**src/hw/meas_pkg.sv**
```systemverilog
/*
  Shared constants, configuration layout and helpers for the measurement
  serial output link: device end, host end and the carrier interface.
  Assumes one 125 MHz system clock on both ends.
*/
package meas_pkg;
  // clock and link timing
  localparam int CLK_PERIOD_NS  = 8;
  localparam int LINK_PERIOD_NS = 125;
  // longest half period rounds down
  localparam int BCLK_HALF      = LINK_PERIOD_NS / (2 * CLK_PERIOD_NS);

  // frame geometry, position of the last bit clock in a frame
  localparam logic [7:0] TDM_LAST      = 8'hff;
  localparam logic [7:0] I2S_LAST      = 8'h3f;
  localparam logic [7:0] I2S_HALF_LAST = 8'h1f;
  localparam logic [10:0] CNT_IDLE     = 11'h7ff;
  localparam logic [10:0] TDM_SPAN     = 11'h080;

  // device format register, index and field positions
  localparam logic [7:0] FMT_REG_IDX = 8'h25;
  localparam int FMT_LINE_LSB = 4;
  localparam int FMT_WLA_LSB  = 2;
  localparam int FMT_WLB_LSB  = 0;
  localparam logic [7:0] FMT_RST     = 8'h1a;
  localparam logic [3:0] LINE_TDM_ALL = 4'h0;
  localparam logic [3:0] LINE_A12     = 4'h1;
  localparam logic [3:0] LINE_A34     = 4'h2;

  // group codes, also the tx_sel bit of each group
  localparam logic [1:0] GRP_VPRED  = 2'h0;
  localparam logic [1:0] GRP_ISENSE = 2'h1;
  localparam logic [1:0] GRP_AUX    = 2'h2;
  localparam logic [3:0] TXSEL_RST  = 4'h0;
  localparam logic [3:0] TXSEL_PAIR = 4'h3;
  localparam logic [1:0] CHSEL_RST  = 2'h0;
  localparam logic [9:0] OFF_RST    = 10'h3ff;

  // host register byte offsets
  localparam logic [6:0] REG_CTRL  = 7'h00;
  localparam logic [6:0] REG_FMT   = 7'h04;
  localparam logic [6:0] REG_GRP   = 7'h08;
  localparam logic [6:0] REG_OFF_V = 7'h0c;
  localparam logic [6:0] REG_OFF_I = 7'h10;
  localparam logic [6:0] REG_OFF_A = 7'h14;
  localparam logic [6:0] REG_STAT  = 7'h18;
  localparam logic [6:0] REG_RXA   = 7'h40;
  localparam logic [6:0] REG_RXB   = 7'h60;

  typedef struct packed {
    logic [7:0]      fmt;
    logic [3:0]      tx_sel;
    logic [1:0]      chsel;
    logic [2:0][9:0] off;
    logic            tdm;
    logic            fs48k;
  } cfg_t;

  // word length code to bit count
  function automatic logic [5:0] word_bits(input logic [1:0] code);
    case (code)
      2'h0:    return 6'h10;
      2'h1:    return 6'h14;
      2'h2:    return 6'h18;
      default: return 6'h20;
    endcase
  endfunction : word_bits
endpackage : meas_pkg

```
**src/hw/meas_link_if.sv**
```systemverilog
/*
  Carrier between host end and device end: bit clock, frame sync, two
  shared output lines and the device configuration image.
  Assumes a pull-up on each line; a released line reads high.
*/
`timescale 1ns/1ps
interface meas_link_if;
  import meas_pkg::*;
  logic bclk;
  logic frame_sync;
  logic line_a_out;
  logic line_a_oe_n;
  logic line_b_out;
  logic line_b_oe_n;
  logic line_a;
  logic line_b;
  cfg_t cfg;

  // wire resolution, pull-up when nobody drives
  assign line_a = line_a_oe_n ? 1'b1 : line_a_out;
  assign line_b = line_b_oe_n ? 1'b1 : line_b_out;

  modport dev (input bclk, frame_sync, cfg,
               output line_a_out, line_a_oe_n, line_b_out, line_b_oe_n);
  modport host (output bclk, frame_sync, cfg, input line_a, line_b);
endinterface : meas_link_if

```
**src/hw/meas_dev.sv**
```systemverilog
/*
  Device end: measurement serial output. Takes samples from a stream into
  a 12-entry table (three groups of four channels) and serialises them on
  two output lines in I2S framing or on line A in TDM framing, timed by the far bit clock.
  Assumes bit clock, frame sync and config arrive from another domain.
*/
// Operation
// - only I2S or TDM framing on output
// - timed by host bit clock and frame sync
// - frame rate and size follow audio input
// - output framing follows audio input framing
// - voltage estimates only at 48 kHz
// - three groups of four channels each
// - each I2S line carries this device only
// - shared TDM line needs disjoint slots
// - line select 1: ch1/2 A, ch3/4 B
// - line select 2: ch3/4 A, ch1/2 B
// - host sets group enable 0011 off-TDM; here only with line select 1 or 2, other selects pass the written enables
// - TDM select 0: all groups on A
// - bits 3:2 word length ch1/2 or voltage
// - bits 1:0 word length ch3/4 or current
// - host sets offsets to avoid overlap
// - group enable bits: voltage, current, aux
// - group select off-TDM: voltage/current/aux
// - offset counts bit clocks to group MSB
`timescale 1ns/1ps
module meas_dev
  import meas_pkg::*;
(
  input  wire logic        clk,
  input  wire logic        reset,
  meas_link_if.dev         lnk,
  input  wire logic        s_valid,
  output logic             s_ready,
  input  wire logic [31:0] s_data,
  input  wire logic [1:0]  s_group,
  input  wire logic [1:0]  s_chan
);
  typedef struct packed {
    cfg_t             cfg_s1;
    cfg_t             cfg_s2;
    logic [2:0]       bclk_s;
    logic [1:0]       fs_s;
    logic             fs_prev;
    logic             half;
    logic             start;
    logic [10:0]      cnt;
    logic             a_out;
    logic             a_oe_n;
    logic             b_out;
    logic             b_oe_n;
    logic [11:0][31:0] tbl;
  } dev_st_t;

  dev_st_t s_r, s_nxt;
  logic        q_valid;
  logic [35:0] q_data;
  logic        q_pop;

  // samples queue up here; one drained per bit clock, so a fast source stalls
  meas_fifo #(
    .W     (36),
    .DEPTH (8)
  ) meas_fifo_inst (
    .clk       (clk),
    .reset     (reset),
    .in_valid  (s_valid),
    .in_ready  (s_ready),
    .in_data   ({s_group, s_chan, s_data}),
    .out_valid (q_valid),
    .out_ready (q_pop),
    .out_data  (q_data)
  );

  assign q_pop = s_r.bclk_s[1] & ~s_r.bclk_s[2];

  always_comb begin
    logic        rise;
    logic        fall;
    logic        fsv;
    logic [10:0] c;
    logic [10:0] pos;
    logic [2:0]  en;
    logic [1:0]  g;
    logic [1:0]  ch;
    logic [5:0]  wl;
    logic        pr;
    logic        swap;
    logic [3:0]  line;
    logic [1:0]  oe_n;
    logic [1:0]  d;
    logic [3:0]  idx;
    cfg_t        cf;
    rise  = s_r.bclk_s[1] & ~s_r.bclk_s[2];
    fall  = ~s_r.bclk_s[1] & s_r.bclk_s[2];
    fsv   = s_r.fs_s[1];
    c     = s_r.cnt;
    pos   = '0;
    ch    = '0;
    wl    = '0;
    pr    = 1'b0;
    en    = '0;
    idx   = '0;
    oe_n  = 2'h3;
    d     = 2'h0;
    s_nxt = s_r;
    cf    = s_r.cfg_s2;
    g     = cf.chsel;
    line  = cf.fmt[FMT_LINE_LSB +: 4];
    swap  = (line == LINE_A34);

    // double flop every far input before use
    s_nxt.cfg_s1 = lnk.cfg;
    s_nxt.cfg_s2 = s_r.cfg_s1;
    s_nxt.bclk_s = {s_r.bclk_s[1:0], lnk.bclk};
    s_nxt.fs_s   = {s_r.fs_s[0], lnk.frame_sync};

    // group enables; voltage estimates need 48 kHz
    en[0] = cf.tx_sel[GRP_VPRED] & cf.fs48k;
    en[1] = cf.tx_sel[GRP_ISENSE];
    en[2] = cf.tx_sel[GRP_AUX];

    // table update from the queue, one entry per bit clock
    if (q_pop && q_valid && q_data[35:34] != 2'h3) begin
      s_nxt.tbl[q_data[35:32]] = q_data[31:0];
    end

    // frame edge on the rising bit clock: TDM rising sync, I2S either edge
    if (rise) begin
      if (cf.tdm ? (fsv & ~s_r.fs_prev) : (fsv ^ s_r.fs_prev)) begin
        s_nxt.start = 1'b1;
      end
      s_nxt.fs_prev = fsv;
      s_nxt.half    = fsv;
    end

    // new bit on the falling bit clock; no frame length of our own
    if (fall) begin
      if (s_r.start) begin
        c = '0;
      end else if (s_r.cnt != CNT_IDLE) begin
        c = s_r.cnt + 11'h001;
      end
      s_nxt.start = 1'b0;
      s_nxt.cnt   = c;
      if (cf.tdm) begin
        // all enabled groups on line A, 32-bit slots from each offset
        if (line == LINE_TDM_ALL) begin
          for (int k = 0; k < 3; k++) begin
            if (en[k] && c >= {1'b0, cf.off[k]}) begin
              pos = c - {1'b0, cf.off[k]};
              ch  = pos[6:5];
              wl  = (2'(k) == GRP_VPRED) ? word_bits(cf.fmt[FMT_WLA_LSB +: 2])
                                         : word_bits(cf.fmt[FMT_WLB_LSB +: 2]);
              if (pos < TDM_SPAN && {1'b0, pos[4:0]} < wl) begin
                oe_n[0] = 1'b0;
                d[0]    = s_r.tbl[{2'(k), ch}][5'h1f - pos[4:0]];
              end
            end
          end
        end
      end else if ((line == LINE_A12 || line == LINE_A34) && g != 2'h3) begin
        // one selected group, channel pairs split over the two lines
        if (en[g] && c >= {1'b0, cf.off[g]}) begin
          pos = c - {1'b0, cf.off[g]};
          for (int l = 0; l < 2; l++) begin
            pr  = 1'(l) ^ swap;
            wl  = pr ? word_bits(cf.fmt[FMT_WLB_LSB +: 2])
                     : word_bits(cf.fmt[FMT_WLA_LSB +: 2]);
            idx = {g, pr, s_r.half};
            if (pos < {5'h00, wl}) begin
              oe_n[l] = 1'b0;
              d[l]    = s_r.tbl[idx][5'h1f - pos[4:0]];
            end
          end
        end
      end
      s_nxt.a_oe_n = oe_n[0];
      s_nxt.a_out  = d[0];
      s_nxt.b_oe_n = oe_n[1];
      s_nxt.b_out  = d[1];
    end
  end

  // one register stage for all state
  always_ff @(posedge clk) begin
    if (reset) begin
      s_r        <= '0;
      s_r.cnt    <= CNT_IDLE;
      s_r.a_oe_n <= 1'b1;
      s_r.b_oe_n <= 1'b1;
    end else begin
      s_r <= s_nxt;
    end
  end

  // lines come straight from flops
  assign lnk.line_a_out  = s_r.a_out;
  assign lnk.line_a_oe_n = s_r.a_oe_n;
  assign lnk.line_b_out  = s_r.b_out;
  assign lnk.line_b_oe_n = s_r.b_oe_n;
endmodule : meas_dev

```
**src/hw/meas_fifo.sv**
```systemverilog
/*
  Small synchronous FIFO with valid/ready on both sides.
  Assumes DEPTH is a power of two; both sides on the same clock.
*/
`timescale 1ns/1ps
module meas_fifo #(
  parameter int W     = 36,
  parameter int DEPTH = 8
) (
  input  wire logic         clk,
  input  wire logic         reset,
  input  wire logic         in_valid,
  output logic              in_ready,
  input  wire logic [W-1:0] in_data,
  output logic              out_valid,
  input  wire logic         out_ready,
  output logic [W-1:0]      out_data
);
  localparam int AW = $clog2(DEPTH);

  typedef struct packed {
    logic [DEPTH-1:0][W-1:0] mem;
    logic [AW-1:0]           wp;
    logic [AW-1:0]           rp;
    logic [AW:0]             cnt;
    logic                    full;
    logic                    empty;
  } fifo_st_t;

  fifo_st_t s_r, s_nxt;

  // push and pop, flags kept in flops
  always_comb begin
    logic push;
    logic pop;
    push  = in_valid & ~s_r.full;
    pop   = out_ready & ~s_r.empty;
    s_nxt = s_r;
    if (push) begin
      s_nxt.mem[s_r.wp] = in_data;
      s_nxt.wp          = s_r.wp + 1'b1;
    end
    if (pop) begin
      s_nxt.rp = s_r.rp + 1'b1;
    end
    s_nxt.cnt   = s_r.cnt + (AW+1)'(push) - (AW+1)'(pop);
    s_nxt.full  = (s_nxt.cnt == (AW+1)'(DEPTH));
    s_nxt.empty = (s_nxt.cnt == '0);
  end

  always_ff @(posedge clk) begin
    if (reset) begin
      s_r       <= '0;
      s_r.empty <= 1'b1;
    end else begin
      s_r <= s_nxt;
    end
  end

  assign in_ready  = ~s_r.full;
  assign out_valid = ~s_r.empty;
  assign out_data  = s_r.mem[s_r.rp];
endmodule : meas_fifo

```
**src/flat_wrapper.sv**
```systemverilog
// flat-port wrapper written by rule: the top's interface ports become plain ports
module meas_dev_flat import meas_pkg::*;
  (clk, reset, s_valid, s_ready, s_data, s_group, s_chan, lnk_bclk, lnk_frame_sync, lnk_cfg, lnk_line_a_out, lnk_line_a_oe_n, lnk_line_b_out, lnk_line_b_oe_n);
  meas_link_if lnk_i ();
  input  wire logic clk;
  input  wire logic reset;
  input  wire logic s_valid;
  output logic s_ready;
  input  wire logic [31:0] s_data;
  input  wire logic [1:0] s_group;
  input  wire logic [1:0] s_chan;
  input wire logic [$bits(lnk_i.bclk)-1:0] lnk_bclk;
  input wire logic [$bits(lnk_i.frame_sync)-1:0] lnk_frame_sync;
  input wire logic [$bits(lnk_i.cfg)-1:0] lnk_cfg;
  output wire logic [$bits(lnk_i.line_a_out)-1:0] lnk_line_a_out;
  output wire logic [$bits(lnk_i.line_a_oe_n)-1:0] lnk_line_a_oe_n;
  output wire logic [$bits(lnk_i.line_b_out)-1:0] lnk_line_b_out;
  output wire logic [$bits(lnk_i.line_b_oe_n)-1:0] lnk_line_b_oe_n;
  assign lnk_i.bclk = lnk_bclk;
  assign lnk_i.frame_sync = lnk_frame_sync;
  assign lnk_i.cfg = lnk_cfg;
  assign lnk_line_a_out = lnk_i.line_a_out;
  assign lnk_line_a_oe_n = lnk_i.line_a_oe_n;
  assign lnk_line_b_out = lnk_i.line_b_out;
  assign lnk_line_b_oe_n = lnk_i.line_b_oe_n;
  meas_dev u_core (.clk(clk), .reset(reset), .lnk(lnk_i), .s_valid(s_valid), .s_ready(s_ready), .s_data(s_data), .s_group(s_group), .s_chan(s_chan));
endmodule
```
**config.mk**
```make
export PLATFORM = sky130hd
export DESIGN_NAME = meas_dev_flat
export DESIGN_NICKNAME = d
export VERILOG_FILES = /design/src/hw/meas_pkg.sv /design/src/hw/meas_link_if.sv /design/src/hw/meas_dev.sv /design/src/hw/meas_fifo.sv /design/src/flat_wrapper.sv
export SDC_FILE = /design/constraint.sdc
export NUM_CORES = 2
export LEC_CHECK = 0
export BUFFER_PORTS_ARGS = -buffer_cell sky130_fd_sc_hd__buf_2
export CELL_PAD_IN_SITES_DETAIL_PLACEMENT = 2
export CELL_PAD_IN_SITES_GLOBAL_PLACEMENT = 2
export CORE_MARGIN = 4
export CORE_UTILIZATION = 29
export DETAILED_ROUTE_END_ITERATION = 10
export GPL_TIMING_DRIVEN = 0
export PLACE_DENSITY = 0.68
export SLEW_MARGIN = 20
export SYNTH_ARGS = -nofsm -noshare
export SYNTH_HDL_FRONTEND = slang
export SYNTH_SLANG_ARGS = --single-unit
```
**constraint.sdc**
```tcl
create_clock -name clk -period 13.3 [get_ports clk]
set_input_delay 1.995 -clock clk [delete_from_list [all_inputs] [get_ports clk]]
set_output_delay 1.995 -clock clk [all_outputs]
set_load 0.01 [all_outputs]
```
==> impl_metrics.ini <==
[cells_and_area]
syn2layout_area_growth_pct = 14.37
drive_gt1_share_pct = 13.25
layout.cells.non_filler = 6969
num-nets-final = 5129
utilization_pct = 33.33

[route]
num_vias = 40800
drt_iter0_markers = 3104
ant_nets = 0
routed_wl_um = 212400
firstDrtPassIters = 5
wl_per_cell_um = 30.48
vias_per_cell = 5.854
drc_errors = 0

[floorplanning]
fp.dieH_um = 390.5
die_area_um2 = 152500
ios = 92
die_width_um = 390.5
rows = 140
start_util_pct = 29.14
fp.coreArea_um2 = 145600

[sta]
fin_skew_ns = 0.06229
fin_crit_sh_pct = 72.29
finalCriticalPeriod_ns = 9.615
max_freq_ghz = 0.1040
postLayoutSetupSlackWorst_ns = 3.685
worst_pin_slew_ns = 1.212
slew_headroom_pct = 18.65
setup_viol_count_final = 0
maxSlewViolCount = 0
hold_violations = 0
rsz0062_at_grt = false
timing.setup.tns_ns = 0

[setup_path]
required_ns = 13.94
worstPathArrival_ns = 10.25
critPathLaunchType = flip-flop
cp-end-kind = flip-flop
path_class = flip-flop to flip-flop
path_max_fanout = 10

[clocking]
htree_num_levels = 3
clock_path_buffers = 3
clkLatencyLatePin_ns = 0.76
cts_resized = 0
tritoncts = built
cts_buffers = 94
postCtsSetupBuffers = 0
clkTransAtPathRegs_ns = 0.06
clockRootBuffer = clkbuf_16
hold_buffers = 0
cts_sinks = 796

[global_route]
grt_max_degree = 17
grt.overflow.total = 0
grt_pass1_wl_um = 305000
grt_pass1_vias = 42680
grt_usage_pct = 27.15
antenna_found_initial = 7

[yosys]
yosysTopAreaCellShare_pct = 37.56
synth_most_common_cell = nand2_1
syn-num-nets = 4966
yosys_warnings = 0
synth_top_family_by_area = multiplexers
synth_ff_type = dfxtp_1
seq_area_frac_synth_pct = 37.56
synthTopCellsByArea = dfxtp_1 38%, mux4_2 14%, nand2_1 8.5%
yosysTopAreaCell = dfxtp_1
synth_compound_area_share_pct = 17.07
synth-simple-area-share_pct = 18.58
synthXorXnorAreaFrac_pct = 0.8052
ys_ff_latch = 796
ys_types = 93
avgSynthCellArea_um2 = 8.806
synthAdderAreaFrac_pct = 1.917
synth_area_um2 = 42420
synth.area.mux_share_pct = 18.69
syn_inst = 4817
synth_common_cells = 962 x nand2_1, 796 x dfxtp_1, 484 x nor2_1, 395 x a211oi_1, 368 x a21oi_1
async_flop_share_pct = 0
synth_edf_count = 0

[place]
dp.cells = 6801
dpl.hpwl_um = 165200
place_ws_ns = 3.942
place.gp.congestion = 1.007
portBuffers = 54

[power]
swShare_pct = 38.48
power_density_nw_per_um2 = 157.0
ir_worst_vdd_uv = 112.8
p_comb_share_pct = 31.3
p_seq_share_pct = 33.3
p_leak_nw = 15.25
p_int_w = 0.004686
net-switching-power_w = 0.002931
clockPowerShare_pct = 35.4

[worst_hold_path]
worstHoldPathType = flip-flop to flip-flop

[run]
drv_cap = 0

[status]
status = complete, no violations
==> area by class of cell <==
type / count / area [um^2]
diodes: 2 / 5.005
plain buffers: 465 / 2057
clock buffers: 133 / 2669
clock inverters: 33 / 501.7
fillers: 16410 / 97050
inverters: 64 / 240.2
multi-input cells: 3492 / 24330
flip-flops and latches: 796 / 15940
well taps: 1917 / 2399
repair buffers: 67 / 384.1
==> cells by family after synthesis <==
| family | count (synthesis) |
|---|---|
| muxes | 462 |
| DFF | 796 |
| and+or+nand+nor | 1852 |
| adders and majority gates | 62 |
| buffers and inverters | 529 |
| AOI/OAI and AO/OA | 1077 |
| xor gates and xnor gates | 39 |
==> worst paths after layout <==
check,slack [ns],end,depth (start not counted),startpoint
max,3.68,u_core.lnk.line_a_out,20,u_core.s_r[440]
min,0.44,u_core.s_r[449],1,u_core.s_nxt[449]
max reg2reg,3.68,u_core.lnk.line_a_out,20,u_core.s_r[440]
min reg2reg,0.44,u_core.s_r[449],1,u_core.s_nxt[449]
==> sequential cells by signal, summed over array words and instances, names as in the netlist <==
signal,count
u_core.lnk.line_a_out,1
u_core.lnk.line_b_out,1
u_core.lnk.line_b_oe_n,1
u_core.lnk.line_a_oe_n,1
u_core.meas_fifo_inst.s_r,300
u_core.s_nxt,48
u_core.s_r,444
==> per-stage QoR <==
stage	total power, W	cell area [um^2]	hold slack, ns
after CTS	0.007621	48500	0.4409
after global placement	0.004857	45090	0.4230
after floorplan	0.003937	42420	0.4138
after global routing	0.007874	48510	0.4606
final	0.007618	48520	0.4413
after detailed placement	0.004923	45330	0.4251
==> critical path, cell delays in order, from the launching register on <==
cell      delay (ns)
dfxtp_1         0.51
clkbuf_1        0.93
clkbuf_2        0.70
buf_1           0.64
mux2i_1         0.28
o21ai_0         0.26
ha_1            0.20
inv_1           0.07
fa_1            0.49
xnor2_1         0.90
buf_2           0.64
clkbuf_1        0.91
clkbuf_1        0.91
nand4_1         0.20
nand3_1         0.16
o31ai_1         0.18
nand4_1         0.18
o41ai_1         0.11
o311ai_0        0.80
a32oi_1         0.25
o32ai_2         0.17
==> cells in the final DEF (no fill, tap or decap), types with 9 or more instances in the layout <==
| cell | instances |
|---|---|
| nand4_1 | 37 |
| nor2_1 | 480 |
| nand2b_1 | 15 |
| o21ai_0 | 45 |
| a311oi_1 | 13 |
| clkbuf_16 | 94 |
| nand3_1 | 110 |
| o21a_1 | 9 |
| a31oi_1 | 30 |
| and3_1 | 14 |
| clkbuf_8 | 17 |
| buf_2 | 113 |
| buf_1 | 16 |
| or3_1 | 12 |
| o22ai_1 | 23 |
| nand2_1 | 962 |
| nand3b_1 | 11 |
| buf_4 | 50 |
| xor2_1 | 13 |
| mux4_2 | 258 |
| mux2i_1 | 178 |
| ha_1 | 57 |
| a22oi_1 | 18 |
| a221oi_1 | 37 |
| nor4_1 | 15 |
| a32oi_1 | 23 |
| a211oi_1 | 394 |
| clkbuf_2 | 17 |
| mux2_2 | 22 |
| dfxtp_1 | 796 |
| clkbuf_1 | 347 |
| inv_1 | 62 |
| a21oi_1 | 368 |
| clkinv_2 | 10 |
| nor3_1 | 26 |
| nor2b_1 | 117 |
| xnor2_1 | 19 |
==> power by group through the flow <==
| stage | Clock, W | Sequential, W | Combinational (W) |
|---|---|---|---|
| after floorplan | 0 | 0.00255 | 0.00139 |
| after global placement | 0 | 0.00258 | 0.00228 |
| after detailed placement | 0 | 0.00259 | 0.00234 |
| after CTS | 0.00274 | 0.00253 | 0.00235 |
| after global routing | 0.00284 | 0.00254 | 0.00249 |
| final | 0.00270 | 0.00253 | 0.00239 |
==> metal layers <==
metal  GRT usage, %  share of wire (%)
met4          13.50                5.7
met5              0             0.0056
met3          4.008                5.8
met2          45.06                 47
met1          34.43                 42
(Power assumes the default switching activity.)
